===== config.mk =====
export PLATFORM = sky130hd
export DESIGN_NAME = spu_sequencer
export DESIGN_NICKNAME = d
export VERILOG_FILES = /design/src/spu_pkg.sv /design/src/spu_sequencer.sv
export SDC_FILE = /design/constraint.sdc
export NUM_CORES = 1
export LEC_CHECK = 0
export BUFFER_PORTS_ARGS = -buffer_cell sky130_fd_sc_hd__buf_2
export CORE_MARGIN = 4
export CORE_UTILIZATION = 30
export CTS_CLUSTER_SIZE = 20
export DETAILED_ROUTE_END_ITERATION = 6
export PLACE_DENSITY = 0.43
export SLEW_MARGIN = 20
export SYNTH_ARGS = -nofsm -noshare
export SYNTH_HDL_FRONTEND = slang
export SYNTH_SLANG_ARGS = --single-unit

===== constraint.sdc =====
create_clock -name CLK_SYS_IN -period 3.1 [get_ports CLK_SYS_IN]
set_input_delay 0.775 -clock CLK_SYS_IN [delete_from_list [all_inputs] [get_ports CLK_SYS_IN]]
set_output_delay 0.775 -clock CLK_SYS_IN [all_outputs]
set_load 0.05 [all_outputs]

===== src/spu_pkg.sv =====
// Purpose: Constants for the sensor power-state upload sequencer
// Assumes: 16-bit registers on 9-bit addresses, written over SPI
// Notes:   Addresses are register indices on the configuration port
package spu_pkg;
	localparam logic [8:0]  ADDR_COLOR_SEL     = 9'h002;
	localparam logic [8:0]  ADDR_CLK_GEN       = 9'h020;
	localparam logic [8:0]  ADDR_LOGIC_EN      = 9'h022;
	localparam logic [8:0]  ADDR_IMG_CORE      = 9'h028;
	localparam logic [8:0]  ADDR_AFE           = 9'h030;
	localparam logic [8:0]  ADDR_BIAS          = 9'h040;
	localparam logic [8:0]  ADDR_TX_BIAS       = 9'h044;
	localparam logic [8:0]  ADDR_TX            = 9'h070;
	localparam logic [8:0]  ADDR_SEQ_MODE      = 9'h0c0;
	localparam logic [8:0]  ADDR_ROT_SEL       = 9'h0c1;
	localparam logic [8:0]  ADDR_WIN_EN_LOW    = 9'h0c3;
	localparam logic [8:0]  ADDR_WIN_EN_HIGH   = 9'h0c4;
	localparam logic [8:0]  ADDR_RSV_FIRST     = 9'h029;
	localparam logic [15:0] RSV_FIRST_VALUE    = 16'h0b5a;
	localparam logic [15:0] ROT_NONZERO_VALUE  = 16'h8600;
	localparam logic [15:0] ROT_ZERO_VALUE     = 16'h0800;
	localparam logic [15:0] CLK_GEN_ON         = 16'h2005;
	localparam logic [15:0] CLK_GEN_OFF        = 16'h2004;
	localparam logic [15:0] TX_BIAS_ON         = 16'h0088;
	localparam logic [15:0] TX_ON              = 16'h0007;
	localparam logic [15:0] SEQ_ENABLE_VALUE   = 16'h000d;
	localparam logic [15:0] SEQ_DISABLE_VALUE  = 16'h000c;
	localparam logic [15:0] LOGIC_ON           = 16'h0001;
	localparam logic [15:0] LOGIC_OFF          = 16'h0000;
	localparam logic [15:0] SEQ_MODE_RESET     = 16'h0000;
	localparam logic [15:0] WIN_LOW_RESET      = 16'h0001;
	localparam logic [15:0] WIN_HIGH_RESET     = 16'h0000;
	localparam int          SEQ_EN_BIT         = 0;
	localparam int          SHUTTER_BIT        = 4;
	localparam int          SLAVE_BIT          = 5;
	localparam int          SUBSAMPLE_BIT      = 7;
	localparam int          BINNING_BIT        = 8;
	localparam int          SPI_CMD_BITS       = 26;
	localparam int          SETTLE_FRAMES      = 2;
	typedef enum logic [2:0] {
		SPU_OFF, SPU_STANDBY1, SPU_STANDBY2, SPU_IDLE, SPU_RUNNING
	} spu_state_t;
endpackage


===== src/spu_sequencer.sv =====
// Purpose: Operating-state tracking of an image sensor driven by SPI
// Assumes: SPI frame = 9b address, 1b write, 16b data, MSB first
// Notes:   SPI pins are synchronised into the system clock domain
////////////////////////////////////////////////////////////////////////
module spu_sequencer
	import spu_pkg::*;
(
	input  wire logic        CLK_SYS_IN,
	input  wire logic        RESETN_IN,
	input  wire logic        SPI_SCLK_IN,
	input  wire logic        SPI_CSN_IN,
	input  wire logic        SPI_MOSI_IN,
	input  wire logic        FRAME_START_IN,
	output logic             SPI_MISO_OUT,
	output logic             SPI_MISO_OE_OUT,
	output logic [2:0]       STATE_OUT,
	output logic             LOGIC_CLK_EN_OUT,
	output logic [5:0]       BLOCK_EN_OUT,
	output logic             ACQUIRE_OUT,
	output logic             TRIGGERED_OUT,
	output logic             SLAVE_OUT,
	output logic             SUBSAMPLE_OUT,
	output logic             BINNING_OUT,
	output logic             ZERO_ROT_OUT,
	output logic             COLOR_OUT,
	output logic [31:0]      WINDOW_ACTIVE_OUT,
	output logic             SETTLING_OUT
);
	logic [2:0]  sclk_s_q, csn_s_q, mosi_s_q;
	logic [25:0] shift_q;
	logic [4:0]  bit_cnt_q;
	logic        wr_stb_q;
	logic [8:0]  wr_addr_q;
	logic [15:0] wr_data_q;
	logic [15:0] rd_data_q;
	logic        rd_frame_q;
	logic [15:0] seq_mode_q, win_low_q, win_high_q, rot_q;
	logic        color_q, logic_en_q;
	logic [5:0]  blocks_q;
	logic        rsv_done_q;
	logic [1:0]  settle_q;
	spu_state_t  state_q, state_d;

	// Read-back of the mode, rotation, window, logic-enable and colour registers; others read zero
	function automatic logic [15:0] read_reg(input logic [8:0] a);
		case (a)
			ADDR_SEQ_MODE:    read_reg = seq_mode_q;
			ADDR_ROT_SEL:     read_reg = rot_q;
			ADDR_WIN_EN_LOW:  read_reg = win_low_q;
			ADDR_WIN_EN_HIGH: read_reg = win_high_q;
			ADDR_LOGIC_EN:    read_reg = {15'h0000, logic_en_q};
			ADDR_COLOR_SEL:   read_reg = {15'h0000, color_q};
			default:          read_reg = 16'h0000;
		endcase
	endfunction

	////////////////////////////////////////////////////////////////////
	// Two-flop synchronisers; only stages 1 and 2 feed logic
	always_ff @(posedge CLK_SYS_IN or negedge RESETN_IN) begin
		if (!RESETN_IN) begin
			sclk_s_q <= 3'h0;
			csn_s_q  <= 3'h7;
			mosi_s_q <= 3'h0;
		end else begin
			sclk_s_q <= {sclk_s_q[1:0], SPI_SCLK_IN};
			csn_s_q  <= {csn_s_q[1:0], SPI_CSN_IN};
			mosi_s_q <= {mosi_s_q[1:0], SPI_MOSI_IN};
		end
	end

	wire sclk_rise = sclk_s_q[1] & ~sclk_s_q[2];
	wire sclk_fall = ~sclk_s_q[1] & sclk_s_q[2];
	wire cs_act    = ~csn_s_q[1];

	// SPI shifter; write strobe after the 26th bit of a write frame
	always_ff @(posedge CLK_SYS_IN or negedge RESETN_IN) begin
		if (!RESETN_IN) begin
			shift_q   <= 26'h0000000;
			bit_cnt_q <= 5'h00;
			wr_stb_q  <= 1'b0;
			wr_addr_q <= 9'h000;
			wr_data_q <= 16'h0000;
		end else begin
			wr_stb_q <= 1'b0;
			if (!cs_act) begin
				bit_cnt_q <= 5'h00;
			end else if (sclk_rise) begin
				shift_q   <= {shift_q[24:0], mosi_s_q[1]};
				bit_cnt_q <= bit_cnt_q + 5'h01;
				if (bit_cnt_q == 5'(SPI_CMD_BITS - 1) && shift_q[15]) begin
					wr_stb_q  <= 1'b1;
					wr_addr_q <= shift_q[24:16];
					wr_data_q <= {shift_q[14:0], mosi_s_q[1]};
				end
			end
		end
	end

	// Read data loaded after address phase, shifted out on falling SCLK
	always_ff @(posedge CLK_SYS_IN or negedge RESETN_IN) begin
		if (!RESETN_IN) begin
			rd_data_q <= 16'h0000;
		end else if (cs_act && sclk_rise && bit_cnt_q == 5'h09) begin
			rd_data_q <= read_reg(shift_q[8:0]);
		end else if (cs_act && sclk_fall && bit_cnt_q > 5'h0a) begin
			rd_data_q <= {rd_data_q[14:0], 1'b0};
		end
	end

	// Read frame flag held from the W bit; later MOSI bits must not steer OE
	always_ff @(posedge CLK_SYS_IN or negedge RESETN_IN) begin
		if (!RESETN_IN)
			rd_frame_q <= 1'b0;
		else if (!cs_act)
			rd_frame_q <= 1'b0;
		else if (sclk_rise && bit_cnt_q == 5'h09)
			rd_frame_q <= ~mosi_s_q[1];
	end

	assign SPI_MISO_OUT    = rd_data_q[15];
	assign SPI_MISO_OE_OUT = cs_act & rd_frame_q; // Never during writes

	////////////////////////////////////////////////////////////////////
	// Mode register; bits are written only as a whole word
	always_ff @(posedge CLK_SYS_IN or negedge RESETN_IN) begin
		if (!RESETN_IN) begin
			seq_mode_q <= SEQ_MODE_RESET;
		end else if (wr_stb_q && wr_addr_q == ADDR_SEQ_MODE) begin
			seq_mode_q <= wr_data_q;
		end
	end

	// Window enables; taken in any powered state, full frame at reset
	always_ff @(posedge CLK_SYS_IN or negedge RESETN_IN) begin
		if (!RESETN_IN) begin
			win_low_q  <= WIN_LOW_RESET;
			win_high_q <= WIN_HIGH_RESET;
		end else if (wr_stb_q) begin
			if (wr_addr_q == ADDR_WIN_EN_LOW)
				win_low_q <= wr_data_q;
			if (wr_addr_q == ADDR_WIN_EN_HIGH)
				win_high_q <= wr_data_q;
		end
	end

	// Row-overhead choice and reserved upload progress
	always_ff @(posedge CLK_SYS_IN or negedge RESETN_IN) begin
		if (!RESETN_IN) begin
			rot_q      <= ROT_NONZERO_VALUE;
			rsv_done_q <= 1'b0;
		end else if (wr_stb_q) begin
			if (wr_addr_q == ADDR_ROT_SEL)
				rot_q <= wr_data_q;
			if (wr_addr_q == ADDR_RSV_FIRST && wr_data_q == RSV_FIRST_VALUE)
				rsv_done_q <= 1'b1;
		end
	end

	// Clock management and per-block enables, in write order
	always_ff @(posedge CLK_SYS_IN or negedge RESETN_IN) begin
		if (!RESETN_IN) begin
			color_q    <= 1'b0;
			logic_en_q <= 1'b0;
			blocks_q   <= 6'h00;
		end else if (wr_stb_q) begin
			case (wr_addr_q)
				ADDR_COLOR_SEL: color_q    <= wr_data_q[0];
				ADDR_LOGIC_EN:  logic_en_q <= (wr_data_q == LOGIC_ON);
				ADDR_CLK_GEN:   blocks_q[0] <= (wr_data_q == CLK_GEN_ON);
				ADDR_BIAS:      blocks_q[1] <= (wr_data_q != 16'h0000);
				ADDR_IMG_CORE:  blocks_q[2] <= (wr_data_q != 16'h0000);
				ADDR_AFE:       blocks_q[3] <= (wr_data_q != 16'h0000);
				ADDR_TX_BIAS:   blocks_q[4] <= (wr_data_q == TX_BIAS_ON);
				ADDR_TX:        blocks_q[5] <= (wr_data_q == TX_ON);
				default:        blocks_q   <= blocks_q;
			endcase
		end
	end

	////////////////////////////////////////////////////////////////////
	// Operating state from the enables
	always_comb begin
		state_d = state_q;
		case (state_q)
			SPU_OFF:      state_d = SPU_STANDBY1;
			SPU_STANDBY1: if (logic_en_q && rsv_done_q) state_d = SPU_STANDBY2;
			SPU_STANDBY2: begin
				if (!logic_en_q)       state_d = SPU_STANDBY1;
				else if (&blocks_q)    state_d = SPU_IDLE;
			end
			SPU_IDLE: begin
				if (!(&blocks_q))      state_d = SPU_STANDBY2;
				else if (seq_mode_q[SEQ_EN_BIT]) state_d = SPU_RUNNING;
			end
			SPU_RUNNING: begin
				if (!seq_mode_q[SEQ_EN_BIT]) state_d = SPU_IDLE;
				else if (!(&blocks_q))  state_d = SPU_STANDBY2;
			end
			default:      state_d = SPU_STANDBY1;
		endcase
	end

	always_ff @(posedge CLK_SYS_IN or negedge RESETN_IN) begin
		if (!RESETN_IN) state_q <= SPU_OFF;
		else            state_q <= state_d;
	end

	// Dynamic change in running keeps acquiring, flags a short transient
	always_ff @(posedge CLK_SYS_IN or negedge RESETN_IN) begin
		if (!RESETN_IN) begin
			settle_q <= 2'h0;
		end else if (wr_stb_q && state_q == SPU_RUNNING
				&& wr_addr_q != ADDR_SEQ_MODE) begin
			settle_q <= 2'(SETTLE_FRAMES);
		end else if (FRAME_START_IN && settle_q != 2'h0) begin
			settle_q <= settle_q - 2'h1;
		end
	end

	// Registered outputs; mode bits track the word as written
	always_ff @(posedge CLK_SYS_IN or negedge RESETN_IN) begin
		if (!RESETN_IN) begin
			STATE_OUT         <= 3'h0;
			LOGIC_CLK_EN_OUT  <= 1'b0;
			BLOCK_EN_OUT      <= 6'h00;
			ACQUIRE_OUT       <= 1'b0;
			TRIGGERED_OUT     <= 1'b0;
			SLAVE_OUT         <= 1'b0;
			SUBSAMPLE_OUT     <= 1'b0;
			BINNING_OUT       <= 1'b0;
			ZERO_ROT_OUT      <= 1'b0;
			COLOR_OUT         <= 1'b0;
			WINDOW_ACTIVE_OUT <= 32'h00000001;
			SETTLING_OUT      <= 1'b0;
		end else begin
			STATE_OUT         <= state_q;
			LOGIC_CLK_EN_OUT  <= logic_en_q;
			BLOCK_EN_OUT      <= blocks_q;
			ACQUIRE_OUT       <= (state_q == SPU_RUNNING);
			TRIGGERED_OUT     <= seq_mode_q[SHUTTER_BIT];
			SLAVE_OUT         <= seq_mode_q[SLAVE_BIT];
			SUBSAMPLE_OUT     <= seq_mode_q[SUBSAMPLE_BIT];
			BINNING_OUT       <= seq_mode_q[BINNING_BIT];
			ZERO_ROT_OUT      <= (rot_q == ROT_ZERO_VALUE);
			COLOR_OUT         <= color_q;
			WINDOW_ACTIVE_OUT <= {win_high_q, win_low_q};
			SETTLING_OUT      <= (settle_q != 2'h0);
		end
	end
endmodule


# ---- After elaboration in Yosys (flattened, before gate mapping)
# Cells that the tools add are included.
dict set report classes {
  add_sub_neg 2
  magnitude_cmp 1
  n_eq_ne 36
  mux 20
  bitwise_logic 7
  reduce_logical 34
}
# cell n
set ops {}
lappend ops {{$pmux 16 s6} 1}
lappend ops {{$eq 9x8->1 const B} 8}
lappend ops {{$eq 9x6->1 const B} 6}
lappend ops {{$eq 16x12->1 const B} 2}
lappend ops {{$mux 16} 2}
lappend ops {{$eq 9x7->1 const B} 3}
lappend ops {{$reduce_and 2->1} 13}
lappend ops {{$mux 3} 7}
lappend ops {{$eq 9x2->1 const B} 2}
lappend ops {{$eq 16x1->1 const B} 1}
lappend ops {{$eq 16x14->1 const B} 1}
lappend ops {{$eq 16x3->1 const B} 1}
lappend ops {{$eq 16x8->1 const B} 1}
lappend ops {{$reduce_bool 16->1} 1}
lappend ops {{$logic_and 1x1->1} 12}
lappend ops {{$pmux 3 s4} 1}
lappend ops {{$mux 5} 2}
lappend ops {{$reduce_bool 2->1} 5}
lappend ops {{$ne 3x3->1 const B} 3}
lappend ops {{$ne 9x8->1 const B} 1}
lappend ops {{$eq 3x2->1 const B} 2}
lappend ops {{$reduce_and 6->1} 1}
lappend ops {{$add 5x1->5 const B} 1}
lappend ops {{$eq 5x4->1 const B} 1}
lappend ops {{other kinds (12)} 22}
dict set report totals {
  regBits 208
  input_bits 6
  output_inout_bits 52
  elab_cells 137
}

# ---- Longest topological paths before layout
dict set report logic_depth {
  word_depth 6
  ltp_mapped 8
}

# ---- Worst setup path before layout
# OpenSTA, ideal clock, no wires.
dict set report synth_path {
  path_kind {reg2reg}
  start {reg wr_data_q[10]}
  end {reg blocks_q[5]}
  t_arrival_ns 2.103
  required_time_ns 3.005
  path_slack_ns 0.902
  path_stages_with_launch 5
  period_less_slack_ns 2.198
  cell_sequence {dfrtp_1 > or4_1 > or4b_1 > or4b_1 > o31ai_1}
}
dict set report synth_between {
  elab_chain_len 1
}
# item line
set synth_lines {}
lappend synth_lines {{start: declaration} spu_sequencer.sv:34} ;# logic [15:0] wr_data_q;
lappend synth_lines {{start signal: assignment} spu_sequencer.sv:93} ;# wr_data_q <= {shift_q[14:0], mosi_s_q[1]};
lappend synth_lines {{$eq 16x3->1} spu_sequencer.sv:174} ;# ADDR_TX: blocks_q[5] <= (wr_data_q == TX_ON);
lappend synth_lines {{end signal: assignment} spu_sequencer.sv:174}
lappend synth_lines {{end signal: assignment} spu_sequencer.sv:175} ;# default: blocks_q <= blocks_q;
lappend synth_lines {{end: declaration} spu_sequencer.sv:39} ;# logic [5:0] blocks_q;
# No other way between the ends.
# A chain may end at the register's enable or synchronous reset.

# ---- Worst setup path in the final report
dict set report layout_path {
  start {reg wr_addr_q[1]}
  end {reg seq_mode_q[6]}
}
dict set report layout_between {
  elab_chain_len 2
}
# item line
set layout_lines {}
lappend layout_lines {{start: declaration} spu_sequencer.sv:33} ;# logic [8:0] wr_addr_q;
lappend layout_lines {{start signal: assignment} spu_sequencer.sv:92} ;# wr_addr_q <= shift_q[24:16];
lappend layout_lines {{$eq 9x8->1} spu_sequencer.sv:128} ;# end else if (wr_stb_q && wr_addr_q == ADDR_SEQ_MODE) begin
lappend layout_lines {{$logic_and 1x1->1} spu_sequencer.sv:128}
lappend layout_lines {{end signal: assignment} spu_sequencer.sv:129} ;# seq_mode_q <= wr_data_q;
lappend layout_lines {{end: declaration} spu_sequencer.sv:37} ;# logic [15:0] seq_mode_q, win_low_q, win_high_q, rot_q;
# No other way between the ends.

==> qor.yml <==
sta:
  skew_ns: 0.0108
  final.min_clock_period_ns: 2.50
  tightest_slew_ns: 0.670
  hold_viol: 0
  hold_slack_ns: 0.270
  relSlewSlack_pct: 54.7
  setup_tns_ns: 0
  rsz0062_at_grt: "no"
  final-setup-viol-count: 0
  max_freq_ghz: 0.400
  final.period_utilization_pct: 80.5
  finalMaxSlewViolations: 0
pwr:
  p_sw_share_pct: 22.6
  p_sw_mw: 1.35
  p_int_mw: 4.63
  irDropWorstVdd_uv: 311
  p_seq_share_pct: 48.1
  combPwrFrac_pct: 5.7
  p_leak_nw: 4.82
  p_clk_share_pct: 46.2
  power_density_nw_per_um2: 615
cts:
  cts.clk_slew.worst_paths_ns: 0.06
  postCtsResizedCells: 0
  cts_root_buf: "clkbuf_16"
  cts_buffer_depth: 3
  clkLatencyLatePin_ns: 0.50
  cts_tree: "done"
  ctsHoldBuffers: 0
  cts-buffers-inserted: 24
  htreeDepth: 1
  cts.sinks: 208
  cts_setup_buffers: 0
job:
  cap_viol_max_count: 0
floorplanning:
  num_rows: 60
  num_io_pins: 58
  coreArea_um2: 26900
  die_height_um: 173
  die_w_um: 173
  dieArea_um2: 29900
  start_util_pct: 30.4
routing:
  drc: 0
  postRouteAntennaNets: 0
  finalWirelength_um: 19000
  dr.pass1.iters: 4
  drt-wirelength-per-cell_um: 18.7
  viasPerCell: 4.80
  vias: 4895
  drtIter0Drc: 219
yosys:
  yosys_warnings: 0
  syn_nets: 599
  ys_seq_area_share_pct: 63.8
  ys_ff_latch: 208
  syn_avg_cell_area_um2: 13.9
  synth-async-reset-ratio_pct: 100
  synth_edf_count: 0
  synthFlopType: "dfrtp_1"
  syn-cell-area_um2: 8170
  netlist_instances: 589
  ys_types: 52
grt:
  grt_util_all_layers_pct: 12.7
  overflow: 0
  grt_pass1_vias: 5360
  grt_first_pass_wirelength_um: 31100
  grt_max_degree: 66
  grt_antenna_before_repair: 0
layout:
  drive_gt1_share_pct: 34.8
  syn_to_final_growth_pct: 19.0
  utilization_pct: 36.2
  final_net_count: 672
  fillerInstances: 2612
  final_cell_mix: "dfrtp_1, mux2_2, buf_2"
  antenna_cells: 0
  layout_commonest_cell: "dfrtp_1"
place:
  gp_congestion: 0.731
  io_buffers: 57
  hpwl_um: 12700
setup_path:
  cp.arrival_ns: 2.88
  cp_max_fo: 17
  endpoint_kind: "register"
  start_kind: "register"
  required_ns: 3.48
  critical_path_class: "register to register"
status:
  status: "finished clean"
min_path:
  min-delay-path-class: "input port to asynchronous set/reset pin"
cells by family after synthesis:
family	after synthesis	synth area share (%)
flops	208	63.8
xor+xnor	5	0.536
simple gates	121	8.09
compound gates	74	5.74
fa+ha+maj	4	0.613
buf+inv	30	1.42
mux	147	19.8
power by group through the flow:
stage	logic [mW]	registers [mW]	clock network, mW
after floorplan	0.204	2.91	0
after global placement	0.345	2.92	0
after detailed placement	0.349	2.92	0
after CTS	0.352	2.88	2.85
after global routing	0.386	2.89	2.97
final	0.340	2.88	2.76
cells in the mapped netlist (all sizes together) (2+ instances only):
cell type | count | area share (%)
dfrtp | 201 | 62
nor3b | 2 | 0.18
and4b | 2 | 0.25
or3 | 2 | 0.17
nand3 | 8 | 0.49
o211ai | 2 | 0.18
nand4b | 2 | 0.21
mux2 | 116 | 16
o22ai | 15 | 1.1
inv | 6 | 0.28
nor2 | 20 | 0.92
buf | 5 | 0.28
nor3 | 6 | 0.37
o21ai | 25 | 1.5
nand3b | 3 | 0.28
a211oi | 3 | 0.28
a31oi | 2 | 0.15
ha | 4 | 0.61
or4b | 4 | 0.49
xnor2 | 2 | 0.21
a22oi | 16 | 1.5
nand2 | 37 | 1.7
nand4 | 4 | 0.31
nand2b | 2 | 0.15
a21oi | 3 | 0.18
and3 | 3 | 0.23
and2 | 2 | 0.15
xor2 | 3 | 0.32
and3b | 2 | 0.21
dfstp | 7 | 2.3
nor2b | 6 | 0.46
nor4 | 9 | 0.77
nor4b | 3 | 0.32
mux2i | 31 | 3.8
clkbuf | 19 | 0.87
layer usage:
layer,up-vias,GRT usage [%],part of all wire [%]
li1,2285,-,-
met1,2524,17.2,45
met2,65,21.7,50
met3,21,2.43,3.7
met4,0,2.49,1.4
met5,-,0,0
worst paths after layout:
check                              from                   end  slack, ns  depth (start not counted)
max reg2reg                wr_addr_q[1]         seq_mode_q[6]       0.60                          4
max                        wr_addr_q[1]         seq_mode_q[6]       0.60                          4
min                           RESETN_IN  WINDOW_ACTIVE_OUT[5]       0.27                          1
min reg2reg                 mosi_s_q[0]           mosi_s_q[1]       0.34                          0
min in group CLK_SYS_IN     mosi_s_q[0]           mosi_s_q[1]       0.34                          0
max in group asynchronous     RESETN_IN            csn_s_q[0]       1.99                          2
stage by stage:
step	area (um2)	power, mW	cells	setup slack [ns]
floorplan	8170	3.11	589	0.902
global placement	8940	3.27	977	0.664
detailed placement	8940	3.27	977	0.611
CTS	9730	6.08	1020	0.591
global route	9730	6.24	1020	0.434
finish	9730	5.98	1020	0.603
sequential cells by signal (all words and copies together) (netlist names), 2 cells and up:
signal             flops
WINDOW_ACTIVE_OUT     32
shift_q               25
rd_data_q             16
rot_q                 16
seq_mode_q            16
win_high_q            16
win_low_q             16
wr_data_q             16
wr_addr_q              9
BLOCK_EN_OUT           6
blocks_q               6
bit_cnt_q              5
STATE_OUT              3
sclk_s_q               3
state_q                3
csn_s_q                2
mosi_s_q               2
settle_q               2
worst max-delay path: stages (launching register included):
cell	delay, ns
dfrtp_1	0.41
or4b_2	0.73
nor3_1	0.39
nand2_2	0.43
mux2_2	0.41
area by class of cell:
class	count	area [um2]	share of cell area, %
Sequential cell	208	5210	53.6
Multi-Input combinational cell	351	2860	29.4
Clock buffer	41	746	7.67
Tap cell	341	427	4.39
Timing Repair Buffer	71	424	4.36
Clock inverter	2	35.0	0.360
Inverter	6	22.5	0.232
Power figures use the tool's default switching activity.
